[config.mk]
export PLATFORM = sky130hd
export DESIGN_NAME = nfc_ctrl
export DESIGN_NICKNAME = d
export VERILOG_FILES = /design/src/include/nfc_pkg.sv /design/src/include/nfc_strobe_if.sv /design/src/core/nfc_strobe.sv /design/src/core/nfc_ctrl.sv
export SDC_FILE = /design/constraint.sdc
export NUM_CORES = 1
export LEC_CHECK = 0
export BUFFER_PORTS_ARGS = -buffer_cell sky130_fd_sc_hd__buf_2
export CAP_MARGIN = 25
export CORE_MARGIN = 8
export CORE_UTILIZATION = 30
export DETAILED_ROUTE_END_ITERATION = 8
export GPL_TIMING_DRIVEN = 0
export SYNTH_ARGS = -nofsm -noshare
export SYNTH_HDL_FRONTEND = slang
export SYNTH_SLANG_ARGS = --single-unit
[constraint.sdc]
create_clock -name core_clk -period 11.05 [get_ports core_clk]
set_input_delay 1.6575 -clock core_clk [delete_from_list [all_inputs] [get_ports core_clk]]
set_output_delay 1.6575 -clock core_clk [all_outputs]
set_load 0.1 [all_outputs]
[src/include/nfc_pkg.sv]
// Package with command codes, status fields, timing constants and register map of the controller.
package nfc_pkg;

  // ****************************************************************
  // Device command codes
  // ****************************************************************
  localparam logic [7:0] CMD_ERASE_SETUP = 8'h60;
  localparam logic [7:0] CMD_ERASE_CONFIRM = 8'hd0;
  localparam logic [7:0] CMD_RESET = 8'hff;
  localparam logic [7:0] CMD_STATUS = 8'h70;
  localparam logic [7:0] CMD_SIGNATURE = 8'h90;
  localparam logic [7:0] SIG_ADDR = 8'h00;

  // ****************************************************************
  // Status byte fields
  // ****************************************************************
  localparam int ST_UNPROT_BIT = 7;
  localparam int ST_IDLE_BIT = 6;
  localparam int ST_FAIL_BIT = 0;

  // Erase address: A14..A25 select the block, the last cycle keeps I/O2..I/O7 low.
  localparam int BLOCK_W = 12;
  localparam logic [5:0] ROW_PAD = 6'h00;
  localparam logic [4:0] IGNORED_ROW = 5'h00;

  // ****************************************************************
  // Timing
  // ****************************************************************
  localparam int CLK_MHZ = 100;
  localparam int STROBE_NS = 50;
  localparam int STROBE_CYC = (STROBE_NS * CLK_MHZ + 999) / 1000;
  localparam int RESET_BUSY_ERASE_US = 500;
  localparam int TIMEOUT_US = 4000;
  localparam int TIMEOUT_CYC = TIMEOUT_US * CLK_MHZ;
  localparam int CNT_W = 20;

  // ****************************************************************
  // Controller register map
  // ****************************************************************
  localparam int ADDR_W = 4;
  localparam logic [3:0] REG_CTRL = 4'h0;
  localparam logic [3:0] REG_BLOCK = 4'h1;
  localparam logic [3:0] REG_STATUS = 4'h2;
  localparam logic [3:0] REG_RESULT = 4'h3;
  localparam logic [3:0] REG_IDENT = 4'h4;

  // Operation codes written to the control register.
  localparam logic [1:0] OP_ERASE = 2'h0;
  localparam logic [1:0] OP_RESET = 2'h1;
  localparam logic [1:0] OP_STATUS = 2'h2;
  localparam logic [1:0] OP_SIGNATURE = 2'h3;

  typedef enum logic [1:0] {
    PH_CMD,
    PH_ADDR,
    PH_READ
  } nfc_phase_t;

endpackage : nfc_pkg

[src/include/nfc_strobe_if.sv]
// Interface between the sequencer and the pin strobe engine.
interface nfc_strobe_if;
  import nfc_pkg::*;
  logic start;
  nfc_phase_t phase;
  logic [7:0] wdata;
  logic done;
  logic [7:0] rdata;

  modport seq(output start, output phase, output wdata, input done, input rdata);
  modport eng(input start, input phase, input wdata, output done, output rdata);
endinterface : nfc_strobe_if

[src/core/nfc_strobe.sv]
// Pin strobe engine: one command, address or read cycle on the flash bus.
module nfc_strobe (
  input wire logic core_clk,
  input wire logic rst,
  nfc_strobe_if.eng sif,
  input wire logic [7:0] io_in,
  output logic [7:0] io_out,
  output logic io_oe,
  output logic cle,
  output logic ale,
  output logic we_n,
  output logic re_n
);
  import nfc_pkg::*;

  logic [CNT_W-1:0] cnt_q;
  logic busy_q;
  logic low_q;
  logic done_q;
  logic [7:0] rdata_q;
  wire is_read = (sif.phase == PH_READ);
  wire cnt_zero = (cnt_q == '0);

  assign sif.done = done_q;
  assign sif.rdata = rdata_q;

  // Each cycle drives the strobe low for a half period, then high again.
  always_ff @(posedge core_clk or posedge rst) begin
    if (rst) begin
      busy_q <= 1'b0;
      low_q <= 1'b0;
      done_q <= 1'b0;
      cnt_q <= '0;
      rdata_q <= 8'h00;
      io_out <= 8'h00;
      io_oe <= 1'b0;
      cle <= 1'b0;
      ale <= 1'b0;
      we_n <= 1'b1;
      re_n <= 1'b1;
    end else begin
      done_q <= 1'b0;
      if (!busy_q && sif.start) begin
        busy_q <= 1'b1;
        low_q <= 1'b1;
        cnt_q <= CNT_W'(STROBE_CYC);
        cle <= (sif.phase == PH_CMD);
        ale <= (sif.phase == PH_ADDR);
        io_out <= sif.wdata;
        io_oe <= !is_read;
        we_n <= is_read;
        re_n <= !is_read;
      end else if (busy_q && cnt_zero && low_q) begin
        low_q <= 1'b0;
        cnt_q <= CNT_W'(STROBE_CYC);
        we_n <= 1'b1;
        re_n <= 1'b1;
        if (!we_n) begin
          rdata_q <= rdata_q;
        end else begin
          rdata_q <= io_in; // Sample just before the rising read edge.
        end
      end else if (busy_q && cnt_zero) begin
        busy_q <= 1'b0;
        done_q <= 1'b1;
        io_oe <= 1'b0;
        cle <= 1'b0;
        ale <= 1'b0;
      end else if (busy_q) begin
        cnt_q <= cnt_q - 1'b1;
      end
    end
  end
endmodule : nfc_strobe

[src/core/nfc_ctrl.sv]
// Host controller issuing erase, reset, status and signature sequences to a NAND flash.

// Operation
// - Erase is setup command, three address cycles, then confirm command.
// - Erase address skips column cycle; A14..A25 select block, A9..A13 ignored.
// - Host drives I/O2..I/O7 low in the last erase address cycle.
// - Status mode stays until a new command; reissue read to resume.
// - Status bits 5 to 1 are reserved and not interpreted by host.
// - Signature read is command then a single zero address cycle.
// - Copy-back source and target pages share the top row address bits.
// - A block is factory-bad when its marker spare data is not all ones.
// - Bad-block markers must be read before any erase.
// - Host applies one-bit-correct, two-bit-detect ECC per 512 bytes.
module nfc_ctrl #(
  parameter int TIMEOUT_CYCLES = nfc_pkg::TIMEOUT_CYC
) (
  input wire logic core_clk,
  input wire logic rst,
  input wire logic [nfc_pkg::ADDR_W-1:0] reg_addr,
  input wire logic [31:0] reg_wdata,
  input wire logic reg_wr,
  input wire logic reg_rd,
  output logic [31:0] reg_rdata,
  input wire logic [7:0] io_in,
  output logic [7:0] io_out,
  output logic io_oe,
  output logic cle,
  output logic ale,
  output logic ce_n,
  output logic we_n,
  output logic re_n,
  input wire logic rb
);
  import nfc_pkg::*;

  typedef enum logic [2:0] {
    S_IDLE,
    S_ISSUE,
    S_WAIT_STROBE,
    S_WAIT_BUSY,
    S_WAIT_READY,
    S_DONE
  } nfc_state_t;

  nfc_strobe_if sif ();

  nfc_state_t state_q;
  logic [1:0] op_q;
  logic [2:0] step_q;
  logic [BLOCK_W-1:0] block_q;
  logic [7:0] status_q;
  logic [7:0] maker_q;
  logic [7:0] dev_q;
  logic busy_q;
  logic fail_q;
  logic timeout_q;
  logic [31:0] wait_q;
  logic start_q;
  nfc_phase_t phase_q;
  logic [7:0] wdata_q;
  logic [31:0] rdata_q;

  // ****************************************************************
  // Register decode
  // ****************************************************************
  // Only four sequences exist; marker reads and error correction stay with software.
  wire wr_ctrl = reg_wr && (reg_addr == REG_CTRL) && !busy_q;
  wire wr_block = reg_wr && (reg_addr == REG_BLOCK) && !busy_q;
  wire [31:0] rd_status = {29'h0, timeout_q, fail_q, busy_q};
  wire [31:0] rd_result = {24'h0, status_q};
  wire [31:0] rd_ident = {16'h0, dev_q, maker_q};
  wire [31:0] rd_mux = (reg_addr == REG_CTRL) ? {30'h0, op_q} :
                       (reg_addr == REG_BLOCK) ? {20'h0, block_q} :
                       (reg_addr == REG_STATUS) ? rd_status :
                       (reg_addr == REG_RESULT) ? rd_result :
                       (reg_addr == REG_IDENT) ? rd_ident : 32'h0;
  wire status_fail = status_q[ST_FAIL_BIT];
  wire status_locked = !status_q[ST_UNPROT_BIT];

  // ****************************************************************
  // Sequence tables
  // ****************************************************************
  // Index of the last bus cycle each operation issues (one less than the cycle count).
  wire [2:0] last_step = (op_q == OP_ERASE) ? 3'h4 :
                         (op_q == OP_RESET) ? 3'h0 :
                         (op_q == OP_STATUS) ? 3'h1 : 3'h3;
  // Erase row cycles carry only block bits; the column cycle is skipped.
  wire [7:0] erase_byte = (step_q == 3'h1) ? {block_q[2:0], IGNORED_ROW} :
                          (step_q == 3'h2) ? block_q[10:3] :
                          {ROW_PAD, 1'b0, block_q[11]};
  wire [7:0] first_cmd = (op_q == OP_ERASE) ? CMD_ERASE_SETUP :
                         (op_q == OP_RESET) ? CMD_RESET :
                         (op_q == OP_STATUS) ? CMD_STATUS : CMD_SIGNATURE;
  wire [7:0] cur_byte = (step_q == 3'h0) ? first_cmd :
                        (op_q == OP_ERASE && step_q == 3'h4) ? CMD_ERASE_CONFIRM :
                        (op_q == OP_ERASE) ? erase_byte : SIG_ADDR;
  wire is_cmd = (step_q == 3'h0) || (op_q == OP_ERASE && step_q == 3'h4);
  wire is_read = (op_q == OP_STATUS && step_q == 3'h1) ||
                 (op_q == OP_SIGNATURE && step_q >= 3'h2);
  wire [2:0] step_next = step_q + 3'h1;
  wire waits_busy = (op_q == OP_ERASE) || (op_q == OP_RESET);
  wire timed_out = (wait_q >= TIMEOUT_CYCLES);

  assign sif.start = start_q;
  assign sif.phase = phase_q;
  assign sif.wdata = wdata_q;
  assign reg_rdata = rdata_q;

  nfc_strobe u_strobe (
    .core_clk(core_clk),
    .rst(rst),
    .sif(sif),
    .io_in(io_in),
    .io_out(io_out),
    .io_oe(io_oe),
    .cle(cle),
    .ale(ale),
    .we_n(we_n),
    .re_n(re_n)
  );

  // ****************************************************************
  // Register file and read port
  // ****************************************************************
  // Software writes the block, then an operation code that starts the sequence.
  always_ff @(posedge core_clk or posedge rst) begin
    if (rst) begin
      rdata_q <= 32'h0;
      block_q <= '0;
      op_q <= OP_STATUS;
    end else begin
      rdata_q <= reg_rd ? rd_mux : 32'h0;
      if (wr_block) begin
        block_q <= reg_wdata[BLOCK_W-1:0];
      end
      if (wr_ctrl) begin
        op_q <= reg_wdata[1:0];
      end
    end
  end

  // Sequencer steps through the cycles and then, for erase and reset only, waits on ready/busy.
  always_ff @(posedge core_clk or posedge rst) begin
    if (rst) begin
      state_q <= S_IDLE;
      step_q <= 3'h0;
      busy_q <= 1'b0;
      fail_q <= 1'b0;
      timeout_q <= 1'b0;
      start_q <= 1'b0;
      phase_q <= PH_CMD;
      wdata_q <= 8'h00;
      status_q <= 8'h00;
      maker_q <= 8'h00;
      dev_q <= 8'h00;
      wait_q <= 32'h0;
      ce_n <= 1'b1;
    end else begin
      start_q <= 1'b0;
      case (state_q)
        S_IDLE: begin
          if (wr_ctrl) begin
            busy_q <= 1'b1;
            timeout_q <= 1'b0;
            step_q <= 3'h0;
            ce_n <= 1'b0;
            state_q <= S_ISSUE;
          end
        end
        S_ISSUE: begin
          start_q <= 1'b1;
          wdata_q <= cur_byte;
          phase_q <= is_read ? PH_READ : (is_cmd ? PH_CMD : PH_ADDR);
          state_q <= S_WAIT_STROBE;
        end
        S_WAIT_STROBE: begin
          if (sif.done) begin
            if (op_q == OP_STATUS && step_q == 3'h1) begin
              status_q <= sif.rdata;
            end
            if (op_q == OP_SIGNATURE && step_q == 3'h2) begin
              maker_q <= sif.rdata;
            end
            if (op_q == OP_SIGNATURE && step_q == 3'h3) begin
              dev_q <= sif.rdata;
            end
            if (step_q == last_step) begin
              wait_q <= 32'h0;
              state_q <= waits_busy ? S_WAIT_BUSY : S_DONE;
            end else begin
              step_q <= step_next;
              state_q <= S_ISSUE;
            end
          end
        end
        S_WAIT_BUSY: begin
          wait_q <= wait_q + 32'h1;
          if (!rb || wait_q >= 32'(STROBE_CYC)) begin
            state_q <= S_WAIT_READY; // A skipped reset never drops ready/busy.
          end
        end
        S_WAIT_READY: begin
          wait_q <= wait_q + 32'h1;
          if (rb || timed_out) begin
            timeout_q <= timed_out && !rb;
            state_q <= S_DONE;
          end
        end
        S_DONE: begin
          fail_q <= (op_q == OP_STATUS) && (status_fail || status_locked);
          busy_q <= 1'b0;
          ce_n <= 1'b1;
          state_q <= S_IDLE;
        end
        default: begin
          state_q <= S_IDLE;
        end
      endcase
    end
  end
endmodule : nfc_ctrl

=== Word-level counts from Yosys, hierarchy flattened ===
Index checks and enable logic that the tools add are counted.

* Mux-type cells: 58
* Equal/unequal tests: 27
* Reductions and logical operators: 50
* Bitwise operators: 1
* Magnitude comparators: 3
* Add/sub/neg operators: 3

{| class="wikitable"
|+ Operator list
! operator !! number
|-
| $mux 16 || 6
|-
| $mux 20 || 4
|-
| $mux 32 || 2
|-
| $mux 8 || 8
|-
| $pmux 32 s2 || 1
|-
| $add 32x1->32 const B || 1
|-
| $ge 32x19->1 const B || 1
|-
| $ge 32x3->1 const B || 1
|-
| $mux 3 || 10
|-
| $logic_not 20->1 || 1
|-
| $sub 20x1->20 const B || 1
|-
| $mux 1 || 19
|-
| $reduce_and 3->1 || 6
|-
| $pmux 3 s5 || 1
|-
| $logic_and 1x1->1 || 14
|-
| $eq 3x2->1 const B || 4
|-
| $reduce_bool 2->1 || 6
|-
| $ne 2x2->1 const B || 5
|-
| $eq 3x3->1 const B || 3
|-
| $eq 4x2->1 const B || 2
|-
| $reduce_and 4->1 || 2
|-
| $eq 2x2->1 const B || 3
|-
| $eq 3x1->1 const B || 2
|-
| $logic_not 3->1 || 2
|-
| other kinds (19) || 37
|}

* Bits in registers: 151
* Output and inout bits: 46
* Input bits: 49
* Logic and storage cells: 169

=== Depth between registers and ports, before layout ===
Gate-level depths: netlist of run 1.

* Word-level depth: 8
* Depth in mapped cells: 9
* Depth with buffers taken out: 7

=== By module ===
Synthesis of run 1 repeated with hierarchy kept, for this count alone.

* Cells, all modules: 758
* Area total of the unflattened synthesis: 7694.9 µm²

{| class="wikitable"
|+ By module, submodules not included
! module !! instances !! area an instance (µm²) !! cells an instance !! sequential area each (µm²)
|-
| nfc_ctrl || 1 || 5542.8 || 539 || 2680.1
|-
| nfc_strobe || 1 || 2152.1 || 219 || 1103.6
|}

=== Worst setup path after synthesis of run 1 ===
OpenSTA, ideal clock, no wires.

* Path type: input-to-reg
* From: input port reg_addr[1] (netlist bit)
* To: register block_q[0]
* Setup slack: 7.804 ns
* Data required time: 10.925 ns
* Cell stages on the path: 7
* Path buffers: 3
* Data arrival time: 3.122 ns
* Cells stage by stage: clkbuf_1 -> nor2b_1 -> and2_1 -> clkbuf_1 -> nand2_1 -> clkbuf_1 -> mux2_2

* Longest elaborated chain between the ends: 3

{| class="wikitable"
|+ RTL lines
! what !! RTL line !! source
|-
| start: declaration || nfc_ctrl.sv:19 || <nowiki>input wire logic [nfc_pkg::ADDR_W-1:0] reg_addr,</nowiki>
|-
| $eq 4x1->1 || nfc_ctrl.sv:68 || <nowiki>wire wr_block = reg_wr && (reg_addr == REG_BLOCK) && !busy_q;</nowiki>
|-
| $logic_and 1x1->1 (2 in series) || nfc_ctrl.sv:68 ||
|-
| end signal: assignment || nfc_ctrl.sv:134 || <nowiki>block_q <= reg_wdata[BLOCK_W-1:0];</nowiki>
|-
| end: declaration || nfc_ctrl.sv:50 || <nowiki>logic [BLOCK_W-1:0] block_q;</nowiki>
|}

No other way between the ends.
A chain may end at the register's enable or synchronous reset.

=== Worst setup path in the final report of run 1 ===
* From: input port reg_addr[1] (netlist bit)
* To: register block_q[4]

Same word-level chain as after synthesis.

==> results of run 1 <==
[final timing paths]
kind | from | to | cells past startpoint
max reg2reg | step_q[1]$_DFFE_PP0P_ | status_q[4]$_DFFE_PP0P_ | 8
min in group asynchronous | rst | u_strobe.io_out[3]$_DFFE_PP0P_ | 2
max | reg_addr[1] | block_q[4]$_DFFE_PP0P_ | 7
max in group asynchronous | rst | ce_n$_DFFE_PP1P_ | 3
min | u_strobe.io_out[0]$_DFFE_PP0P_ | u_strobe.io_out[0]$_DFFE_PP0P_ | 2
min reg2reg | u_strobe.io_out[0]$_DFFE_PP0P_ | u_strobe.io_out[0]$_DFFE_PP0P_ | 2
[through the flow]
| stage | area [um^2] | hold WS, ns |
|---|---|---|
| finish | 8960 | 0.472 |
| global route | 8960 | 0.491 |
| CTS | 8960 | 0.479 |
| detailed placement | 8390 | 0.460 |
| global placement | 8360 | 0.460 |
| floorplan | 7660 | 0.439 |
[cell usage in the layout (no fill, tap or decap), types with 6 or more instances in the layout]
cell	Yosys	layout
sky130_fd_sc_hd__a21oi_1	35	35
sky130_fd_sc_hd__a22oi_1	12	12
sky130_fd_sc_hd__and2_1	6	6
sky130_fd_sc_hd__and3_1	7	7
sky130_fd_sc_hd__buf_2	6	63
sky130_fd_sc_hd__buf_4	16	16
sky130_fd_sc_hd__clkbuf_1	20	20
sky130_fd_sc_hd__clkbuf_16	0	17
sky130_fd_sc_hd__conb_1	1	16
sky130_fd_sc_hd__dfrtp_1	147	147
sky130_fd_sc_hd__ha_1	11	11
sky130_fd_sc_hd__inv_1	19	18
sky130_fd_sc_hd__inv_6	0	7
sky130_fd_sc_hd__mux2_2	50	50
sky130_fd_sc_hd__nand2_1	76	76
sky130_fd_sc_hd__nand2b_1	6	6
sky130_fd_sc_hd__nand3_1	17	17
sky130_fd_sc_hd__nand3b_1	6	6
sky130_fd_sc_hd__nand4_1	21	21
sky130_fd_sc_hd__nor2_1	59	59
sky130_fd_sc_hd__nor2b_1	14	14
sky130_fd_sc_hd__nor3_1	9	9
sky130_fd_sc_hd__nor4_1	16	16
sky130_fd_sc_hd__o211ai_1	9	9
sky130_fd_sc_hd__o21ai_0	30	30
sky130_fd_sc_hd__o31ai_1	12	12
sky130_fd_sc_hd__or2_2	8	8
sky130_fd_sc_hd__or3_1	11	11
sky130_fd_sc_hd__or4_1	10	10
sky130_fd_sc_hd__xnor2_1	10	10
sky130_fd_sc_hd__xor2_1	14	14
[per-layer routing]
layer,wire length [um],vias to the layer above
met5,0,-
met4,273,0
met3,646,19
met2,8620,99
met1,9010,2930
li1,-,2830
[sequential cells by signal (all words and copies together) (netlist names), 3 cells and up]
name,cells
wait_q,32
u_strobe.cnt_q,20
reg_rdata,16
block_q,12
dev_q,8
maker_q,8
sif.wdata,8
status_q,8
u_strobe.io_out,8
u_strobe.sif.rdata,8
state_q,3
step_q,3
[final cells by class]
| class | count | area share |
|---|---|---|
| sequential | 151 | 0.422 |
| multi-input combinational | 539 | 0.397 |
| clock buffer | 18 | 0.0490 |
| tap | 330 | 0.0461 |
| timing repair buffer | 58 | 0.0349 |
| buffer | 44 | 0.0268 |
| clock inverter | 14 | 0.0142 |
| inverter | 21 | 0.00936 |
| antenna | 1 | 0.000279 |
[where the power goes]
part | leakage [nW] | total, W | switching (W) | internal, W
logic | 1.94 | 0.0000559 | 0.0000435 | 0.0000124
registers | 2.05 | 0.000557 | 0.00000219 | 0.000555
clock network | 0.280 | 0.000560 | 0.000256 | 0.000304
total | 4.27 | 0.00117 | 0.000302 | 0.000871
[cells by family after synthesis]
family	after synthesis
and+or+nand+nor	297
DFF	151
other	1
AOI/OAI and AO/OA	137
xor gates and xnor gates	24
adders and majority gates	11
buffers and inverters	65
muxes	54
[critical path: stages]
cell	delay, ns
sky130_fd_sc_hd__clkbuf_1	0.29
sky130_fd_sc_hd__nor2b_1	0.13
sky130_fd_sc_hd__and2_1	0.17
sky130_fd_sc_hd__clkbuf_1	0.19
sky130_fd_sc_hd__nand2_1	0.16
sky130_fd_sc_hd__clkbuf_1	0.45
sky130_fd_sc_hd__mux2_2	0.40
==> results.txt, run 1 <==
Fin worst setup slack: 7.91 ns
Number of warning messages in the yosys log: 0
Adder and majority cell fraction of the synthesized area: 0.0181
Number of distinct library cells after synthesis: 72
Synthesized flop and latch total: 151
Fraction of the yosys area taken by sequential cells: 0.498
Pin count of the biggest net entering global routing: 83
Worst-case setup slack after placement: 7.49 ns
Fillers: 2499
Number of synthesized flops with an enable pin: 0
Fraction of the mapped netlist area in compound gates: 0.118
Final #Nets: 892
Kind of start point of the critical path: input port
Final critical path time including I/O delays and setup: 3.14 ns
Final cell utilization of the core: 0.358
Final count of pins violating max slew: 0
Transition time at the pin with the least slew margin: 0.748 ns
Number of buffers created by CTS: 17
Total number of H-tree levels: 4
Die width: 175 um
First-pass GRT wire length: 31.0 mm
Power density of the placed cells: 131 nW/um^2
HPWL after detailed placement: 13.5 mm
Achievable frequency: 318 MHz
Share of synthesized flip-flops with an asynchronous set or reset: 1.00
Relative area change from synthesis to final layout: 17.8%
Setup CP Type: in2reg
CTS clk-pin slew, worst paths: 0.06 ns
Post-synth top area share: 0.484
Final setup violation count: 0
Parity-gate share of the synthesized area counting xor and xnor cells: 0.0276
Dominant cell type by area after synthesis: sky130_fd_sc_hd__dfrtp_1
Floorplan die area: 30700 um^2
Area taken by multi-input logic gates: 3560 um^2
Placement Rows: 58
TritonCTS clock tree: yes
Number of global-route vias before repair: 5765
Simple-gate portion of the synthesized area: 0.215
FF-to-FF setup slack: 8.62 ns
Total negative slack for setup checks: 0 ns
Initial antenna violation count: 1
Class of the most critical hold timing path: reg2reg
Fraction of layout cells with a size suffix above 1: 0.234
Count of placed standard cells in the final layout, fillers left out: 1176
Total GRT Usage: 0.123
Number of gates given a new drive strength after cts: 0
Post-CTS Repair Setup Buffers: 0
Post-CTS Hold Fix Bufs: 0
Total power: 0.00117 W
Average cell area after synthesis: 10.3 um^2
Drt first-iter violations: 413
Placed Instances: 1143
Maximum resistive drop on vdd: 0.106 mV
Clock network latency to the later pin of the worst-skew pair: 0.43 ns
Footprint of the flip-flops and latches: 3780 um^2
Critical path capture point type: flop
Floorplan core area: 25000 um^2
Mean routed wirelength per cell: 15.8 um
Initial Util: 0.304
Most frequent cell after synthesis: sky130_fd_sc_hd__dfrtp_1
Main combinational cell family by area after synthesis: simple AND/OR/NAND/NOR gates
# IOs: 95
Peak-usage layer in the global routing report: met2
Arrival time worst endpoint: 3.45 ns
Final RePlAce weighted congestion: 0.817
Number of standard cells after synthesis: 740
Antenna Nets Post-Route: 0
Met2 Usage GRT: 0.189
Total grt overflow: 0
Synth Flop Type: sky130_fd_sc_hd__dfrtp_1
Max-cap check violation count: 0
Outcome: finished, final reports clean
Final clock period utilization by the worst path: 0.284
Multiplexer area fraction after synthesis: 0.0810
Final number of hold-violating endpoints: 0
Met3 Track Usage GR: 0.0268
Buffers on Ports: 57
Height of the chip: 175 um
Most instantiated cells after synthesis: sky130_fd_sc_hd__dfrtp_1, sky130_fd_sc_hd__nand2_1, sky130_fd_sc_hd__nor2_1, sky130_fd_sc_hd__mux2_2, sky130_fd_sc_hd__a21oi_1
Total iterations of the first detailed-routing run: 5
CTS root buffer: sky130_fd_sc_hd__clkbuf_16
Via count normalized by instance count: 5.00
Unrepaired setup endpoints after global routing: false
Fin Clk Skew: 0.0109 ns
Vias after detailed routing: 5878
Clk sinks: 151
Biggest area contributors in the synthesized netlist: sky130_fd_sc_hd__dfrtp_1, sky130_fd_sc_hd__mux2_2, sky130_fd_sc_hd__nand2_1
Pleak: 4.27 nW
Met1 capacity usage during global routing: 0.168
Netlist area before placement: 7600 um^2
Normalized max-slew margin: 0.496
Top fanout value on the critical path: 10
Required time of the worst setup path: 11.36 ns
DRC Markers: 0
Worst-case clock buffer depth: 2
Routed WL: 18.6 mm
No activity file was read; power rests on OpenSTA's default activity.
==> inputs of run 2 (changes only) <==
==> constraint.sdc (replaced) <==
create_clock -name core_clk -period 3.1 [get_ports core_clk]
set_input_delay 0.465 -clock core_clk [delete_from_list [all_inputs] [get_ports core_clk]]
set_output_delay 0.465 -clock core_clk [all_outputs]
set_load 0.1 [all_outputs]
==> run 2 against run 1 <==
  * Sequential cell count stayed put
  * Non-clock buffer count increased by 2
  * Final area is 0.67% higher
  * Utilization grew 0.24 points
  * Sequential share of layout area fell by 0.28 points
  * Wire length is 0.27% higher
  * Count of clock-buffer cells in the layout shrank 1
  * First-iteration DRC count rose by 6.5%
  * Power rose to 3.6 times the previous value
  * Critical path type is now reg2reg
  * Highest routed layer unchanged
==> results.txt, run 2 (synthesized netlist as in run 1, its figures left out) <==
Register ranked first by flip-flop count: wait_q (unchanged)
Final RePlAce weighted congestion: 0.814 (was 0.817)
Floorplan die area: 30700 um^2 (unchanged)
Total iterations of the first detailed-routing run: 5 (unchanged)
Initial antenna violation count: 1 (unchanged)
Antenna Nets Post-Route: 0 (unchanged)
Total grt overflow: 0 (unchanged)
Critical R2R Launch: u_strobe.cnt_q[8]$_DFFE_PP0P_ (was step_q[1]$_DFFE_PP0P_)
Fin worst setup slack: 0.664 ns (was 7.91 ns)
Depth of the worst register-to-register path: 7 (was 8)
Clk sinks: 151 (unchanged)
Cell chain of the critical path: nor4_1, nand2_1, o31ai_1, buf_2, buf_2, nor2_1, mux2i_1 (was clkbuf_1, nor2b_1, and2_1, clkbuf_1, nand2_1, clkbuf_1, mux2_2)
Buffers on Ports: 57 (unchanged)
Count of placed standard cells in the final layout, fillers left out: 1177 (was 1176)
Arrival time worst endpoint: 2.74 ns (was 3.45 ns)
Number of global-route vias before repair: 5830 (was 5765)
DRC Markers: 0 (unchanged)
Fin Clk Skew: 0.00982 ns (was 0.0109 ns)
Via count normalized by instance count: 5.00 (about the same)
CTS root buffer: sky130_fd_sc_hd__clkbuf_16 (unchanged)
Final cell utilization of the core: 0.360 (was 0.358)
Final setup violation count: 0 (unchanged)
Vias after detailed routing: 5886 (was 5878)
CP most frequent cell: sky130_fd_sc_hd__buf_2 (was sky130_fd_sc_hd__clkbuf_1)
Top fanout value on the critical path: 10 (unchanged)
Crit path max-delay cell type: sky130_fd_sc_hd__nor4_1 (was sky130_fd_sc_hd__clkbuf_1)
Mean routed wirelength per cell: 15.8 um (about the same)
Critical Path Start: u_strobe.cnt_q[8]$_DFFE_PP0P_ (was reg_addr[1])
Setup CP Type: reg2reg (was in2reg)
Power density of the placed cells: 474 nW/um^2 (was 131 nW/um^2)
Required time of the worst setup path: 3.40 ns (was 11.36 ns)
Drt first-iter violations: 440 (was 413)
Reg-to-Reg End: u_strobe.cnt_q[2]$_DFFE_PP0P_ (was status_q[4]$_DFFE_PP0P_)
Floorplan core area: 25000 um^2 (unchanged)
Post-CTS Repair Setup Buffers: 0 (unchanged)
HPWL after detailed placement: 13.7 mm (was 13.5 mm)
Final critical path time including I/O delays and setup: 2.44 ns
Transition time at the pin with the least slew margin: 0.821 ns (was 0.748 ns)
Routed WL: 18.6 mm (about the same)
CP max stage delay: 0.53 ns (was 0.45 ns)
Worst-case setup slack after placement: 0.708 ns (was 7.49 ns)
Placement Rows: 58 (unchanged)
Critical path capture point type: flop (unchanged)
Inserted Diodes: 0 (was 1)
Initial Util: 0.304 (unchanged)
Die width: 175 um (unchanged)
Placed Instances: 1145 (was 1143)
First-pass GRT wire length: 31.5 mm (was 31.0 mm)
Class of the most critical hold timing path: in2async (was reg2reg)
TritonCTS clock tree: yes (unchanged)
Number of buffers created by CTS: 17 (unchanged)
Kind of start point of the critical path: flop (was input port)
Achievable frequency: 410 MHz
Footprint of the flip-flops and latches: 3780 um^2 (unchanged)
Worst-case clock buffer depth: 2 (unchanged)
FF-to-FF setup slack: 0.66 ns (was 8.62 ns)
Fillers: 2500 (was 2499)
Final number of hold-violating endpoints: 0 (unchanged)
Maximum resistive drop on vdd: 0.397 mV (was 0.106 mV)
Area taken by multi-input logic gates: 3560 um^2 (unchanged)
Normalized max-slew margin: 0.452 (was 0.496)
Clock network latency to the later pin of the worst-skew pair: 0.44 ns (was 0.43 ns)
Max-cap check violation count: 0 (unchanged)
Height of the chip: 175 um (unchanged)
Post-CTS Hold Fix Bufs: 0 (unchanged)
Relative area change from synthesis to final layout: 18.6% (was 17.8%)
Commonest cells after routing, fill and taps aside: sky130_fd_sc_hd__dfrtp_1, sky130_fd_sc_hd__nand2_1, sky130_fd_sc_hd__buf_2 (unchanged)
Total number of H-tree levels: 4 (unchanged)
CTS clk-pin slew, worst paths: 0.07 ns (was 0.06 ns)
Commonest non-fill, non-tap cell in the layout: sky130_fd_sc_hd__dfrtp_1 (unchanged)
Pin count of the biggest net entering global routing: 41 (was 83)
Fraction of layout cells with a size suffix above 1: 0.236 (was 0.234)
# IOs: 95 (unchanged)
Unrepaired setup endpoints after global routing: false (unchanged)
Number of gates given a new drive strength after cts: 0 (unchanged)
Pleak: 4.30 nW (was 4.27 nW)
Total GRT Usage: 0.126 (was 0.123)
Final clock period utilization by the worst path: 0.786
Flip-flop count of the largest register, all copies and words added: 32 (unchanged)
Outcome: finished, final reports clean (unchanged)
Final count of pins violating max slew: 0 (unchanged)
Final #Nets: 894 (was 892)
run 2: cell count changes in the layout (fill, tap and decap cells not counted):
cell / delta
sky130_fd_sc_hd__diode_2: -1
sky130_fd_sc_hd__clkinvlp_4: +1
sky130_fd_sc_hd__inv_8: +4
sky130_fd_sc_hd__buf_12: +3
sky130_fd_sc_hd__clkinv_4: -1
sky130_fd_sc_hd__buf_16: -1
sky130_fd_sc_hd__clkinv_2: -1
sky130_fd_sc_hd__clkbuf_8: -1
sky130_fd_sc_hd__inv_6: -5
sky130_fd_sc_hd__clkinv_8: +3
run 2: metrics by stage:
step                      hold WS (ns)  cell area (um^2)  TNS, ns  total power [W]
final                            0.172              9020        0          0.00427
after global placement           0.456              8360   -41.71          0.00222
after floorplan                  0.439              7660        0          0.00218
after global routing             0.242              9020        0          0.00440
after CTS                        0.197              9020        0          0.00431
after detailed placement         0.461              8420        0          0.00223
run 2: routing by layer:
metal	global-route usage	routed length [um]
met5	0	0
met4	0.0417	228
met2	0.196	8580
met3	0.0261	895
met1	0.172	8900
run 2: layout make-up:
type                    instances  share of cell area
clock buffers                  17              0.0472
inverters                      21             0.00916
flip-flops and latches        151               0.419
repair buffers                 60              0.0383
multi-input cells             539               0.394
plain buffers                  44              0.0266
well taps                     330              0.0458
clock inverters                15              0.0191
run 2: worst max-delay path: cells and delay by family (launching register included):
family / cells / cell delay (ns)
AND/OR/NAND/NOR: 3 / 0.81
buffers and inverters: 2 / 0.54
flip-flops: 1 / 0.43
AO/OA/AOI/OAI: 1 / 0.38
multiplexers: 1 / 0.13
run 2: worst max path at each step:
stage                                                 to
final                      u_strobe.cnt_q[2]$_DFFE_PP0P_
after floorplan                   block_q[0]$_DFFE_PP0P_
after global routing      u_strobe.cnt_q[10]$_DFFE_PP0P_
after CTS                        status_q[0]$_DFFE_PP0P_
after global placement             wait_q[0]$_DFFE_PP0P_
after detailed placement         status_q[5]$_DFFE_PP0P_
run 2: power breakdown:
group | switching, W | internal, W | total, W
sequential | 0.00000791 | 0.00198 | 0.00198
clock | 0.000991 | 0.00109 | 0.00208
combinational | 0.000156 | 0.0000483 | 0.000205
total | 0.00116 | 0.00312 | 0.00427
==> inputs of run 3 (changes only) <==
==> constraint.sdc (replaced) <==
create_clock -name core_clk -period 2.3 [get_ports core_clk]
set_input_delay 0.345 -clock core_clk [delete_from_list [all_inputs] [get_ports core_clk]]
set_output_delay 0.345 -clock core_clk [all_outputs]
set_load 0.1 [all_outputs]
==> run 3 against run 2 <==
  * Non-clock buffer count grew 1
  * Clock power grew 35%
  * Utilization increased by 0.42 points
  * Register-to-register slack worse by 0.62 ns
  * Wire length up 0.49%
  * Sequential power up 35%
  * Sequential share of layout area fell by 0.48 points
  * Global-route usage grew 0.051 points
  * Count of clock-buffer cells in the layout is the same
  * Clock skew up 0.00096 ns
  * Sequential cell count stayed put
  * Critical endpoint is now u_strobe.cnt_q[16]$_DFFE_PP0P_
  * Largest power group unchanged
==> results.txt, run 3 (synthesized netlist as in run 1, its figures left out) <==
Achievable frequency: 444 MHz (was 410 MHz)
Transition time at the pin with the least slew margin: 0.813 ns (was 0.821 ns)
Pleak: 4.35 nW (was 4.30 nW)
Total iterations of the first detailed-routing run: 8 (was 5)
Final critical path time including I/O delays and setup: 2.25 ns (was 2.44 ns)
Setup CP Type: reg2reg (unchanged)
Placement Rows: 58 (unchanged)
Unrepaired setup endpoints after global routing: true (was false)
First-pass GRT wire length: 31.7 mm (was 31.5 mm)
Total number of H-tree levels: 4 (unchanged)
Total grt overflow: 0 (unchanged)
Arrival time worst endpoint: 2.57 ns (was 2.74 ns)
Initial Util: 0.304 (unchanged)
Worst-case clock buffer depth: 2 (unchanged)
Vias after detailed routing: 5916 (was 5886)
Fraction of layout cells with a size suffix above 1: 0.252 (was 0.236)
Final worst hold slack: 0.0513 ns (was 0.172 ns)
Commonest non-fill, non-tap cell in the layout: sky130_fd_sc_hd__dfrtp_1 (unchanged)
Final RePlAce weighted congestion: 0.814 (unchanged)
Final number of hold-violating endpoints: 0 (unchanged)
Outcome: finished, final reports clean (unchanged)
Final count of pins violating max slew: 0 (unchanged)
TritonCTS clock tree: yes (unchanged)
Cell area after layout: 9130 um^2 (was 9020 um^2)
Floorplan die area: 30700 um^2 (unchanged)
HPWL after detailed placement: 13.7 mm (unchanged)
Pin count of the biggest net entering global routing: 41 (unchanged)
Maximum resistive drop on vdd: 0.528 mV (was 0.397 mV)
Height of the chip: 175 um (unchanged)
Die width: 175 um (unchanged)
Buffers on Ports: 57 (unchanged)
Initial antenna violation count: 1 (unchanged)
Flip-flop count of the largest register, all copies and words added: 32 (unchanged)
Post-detailed-placement cell area: 8420 um^2 (unchanged)
CTS root buffer: sky130_fd_sc_hd__clkbuf_16 (unchanged)
Total GRT Usage: 0.126 (about the same)
Fin worst setup slack: 0.0467 ns (was 0.664 ns)
Top fanout value on the critical path: 7 (was 10)
Fillers: 2486 (was 2500)
DRC Markers: 0 (unchanged)
Fin Clk Skew: 0.0108 ns (was 0.00982 ns)
Mean routed wirelength per cell: 15.9 um (was 15.8 um)
Commonest cells after routing, fill and taps aside: sky130_fd_sc_hd__dfrtp_1, sky130_fd_sc_hd__nand2_1, sky130_fd_sc_hd__buf_2 (unchanged)
Max-cap check violation count: 0 (unchanged)
Worst-case setup slack after placement: -0.0920 ns (was 0.708 ns)
Count of placed standard cells in the final layout, fillers left out: 1178 (was 1177)
Critical path capture point type: flop (unchanged)
FF-to-FF setup slack: 0.05 ns (was 0.66 ns)
Number of global-route vias before repair: 5834 (was 5830)
Kind of start point of the critical path: flop (unchanged)
Clock network latency to the later pin of the worst-skew pair: 0.44 ns (about the same)
Clk sinks: 151 (unchanged)
Register ranked first by flip-flop count: wait_q (unchanged)
CTS clk-pin slew, worst paths: 0.07 ns (about the same)
Relative area change from synthesis to final layout: 20.0% (was 18.6%)
Required time of the worst setup path: 2.62 ns (was 3.40 ns)
# IOs: 95 (unchanged)
Normalized max-slew margin: 0.457 (was 0.452)
Drt first-iter violations: 449 (was 440)
Final clock period utilization by the worst path: 0.980 (was 0.786)
Routed WL: 18.7 mm (was 18.6 mm)
Floorplan core area: 25000 um^2 (unchanged)
Via count normalized by instance count: 5.02 (was 5.00)
Reg-to-Reg End: u_strobe.cnt_q[16]$_DFFE_PP0P_ (was u_strobe.cnt_q[2]$_DFFE_PP0P_)
Total negative slack for setup checks: 0 ns (unchanged)
Inserted Diodes: 0 (unchanged)
Class of the most critical hold timing path: in2async (unchanged)
Final #Nets: 895 (was 894)
Critical R2R Launch: u_strobe.cnt_q[8]$_DFFE_PP0P_ (unchanged)
Placed Instances: 1145 (unchanged)
Number of buffers created by CTS: 17 (unchanged)
Depth of the worst register-to-register path: 5 (was 7)
Final setup violation count: 0 (unchanged)
Antenna Nets Post-Route: 0 (unchanged)
Power density of the placed cells: 630 nW/um^2 (was 474 nW/um^2)
run 3: area by class of cell:
type | instances | area (um^2) | area share
flip-flops and latches | 151 | 3780 | 0.415
multi-input cells | 539 | 3630 | 0.398
clock buffers | 17 | 425 | 0.0466
well taps | 330 | 413 | 0.0452
repair buffers | 64 | 375 | 0.0411
plain buffers | 41 | 244 | 0.0267
clock inverters | 15 | 173 | 0.0189
inverters | 21 | 82.6 | 0.00905
run 3: worst max-delay path, stage by stage, from the launching register on:
cell	delay, ns
sky130_fd_sc_hd__dfrtp_1	0.44
sky130_fd_sc_hd__or4_4	0.60
sky130_fd_sc_hd__nor4_4	0.38
sky130_fd_sc_hd__a21o_2	0.24
sky130_fd_sc_hd__nor2_1	0.15
sky130_fd_sc_hd__a211o_1	0.33
run 3: per-layer routing:
layer,wire [um],vias up,global-route usage
li1,-,2862,-
met1,8870,2875,0.173
met2,8660,147,0.197
met3,867,32,0.0261
met4,296,0,0.0417
met5,0,-,0
run 3: worst max path at each step:
stage | start | end | slack [ns]
after floorplan | rst | block_q[0]$_DFFE_PP0P_ | 0.06
after global placement | rst | wait_q[0]$_DFFE_PP0P_ | -0.97
after detailed placement | step_q[1]$_DFFE_PP0P_ | status_q[5]$_DFFE_PP0P_ | -0.09
final | u_strobe.cnt_q[8]$_DFFE_PP0P_ | u_strobe.cnt_q[16]$_DFFE_PP0P_ | 0.05
after CTS | u_strobe.busy_q$_DFFE_PP0P_ | u_strobe.cnt_q[16]$_DFFE_PP0P_ | 0.006
after global routing | state_q[0]$_DFFE_PP0P_ | wait_q[23]$_DFFE_PP0P_ | -0.0002
run 3: repair_timing:
action                                  in CTS  in global routing
endpoints found under the setup margin      26                 61
endpoints found under the hold margin        0                  0
pin swaps                                    1                  3
hold buffers                                 0                  0
resized for setup                            5                 18
gates cloned                                 0                  0
setup buffers                                1                  3
run 3: power breakdown:
part           total (W)  leakage (nW)  internal [W]  switching [W]
logic           0.000276          2.01     0.0000650       0.000211
registers        0.00268          2.05       0.00266      0.0000106
clock network    0.00280         0.292       0.00147        0.00133
run 3: stage by stage:
stage | total power [W] | utilization
2_1_floorplan | 0.00293 | -
3_3_place_gp | 0.00299 | 0.334
3_5_place_dp | 0.00301 | 0.336
4_1_cts | 0.00581 | 0.362
5_1_grt | 0.00593 | 0.365
6_report | 0.00575 | 0.365
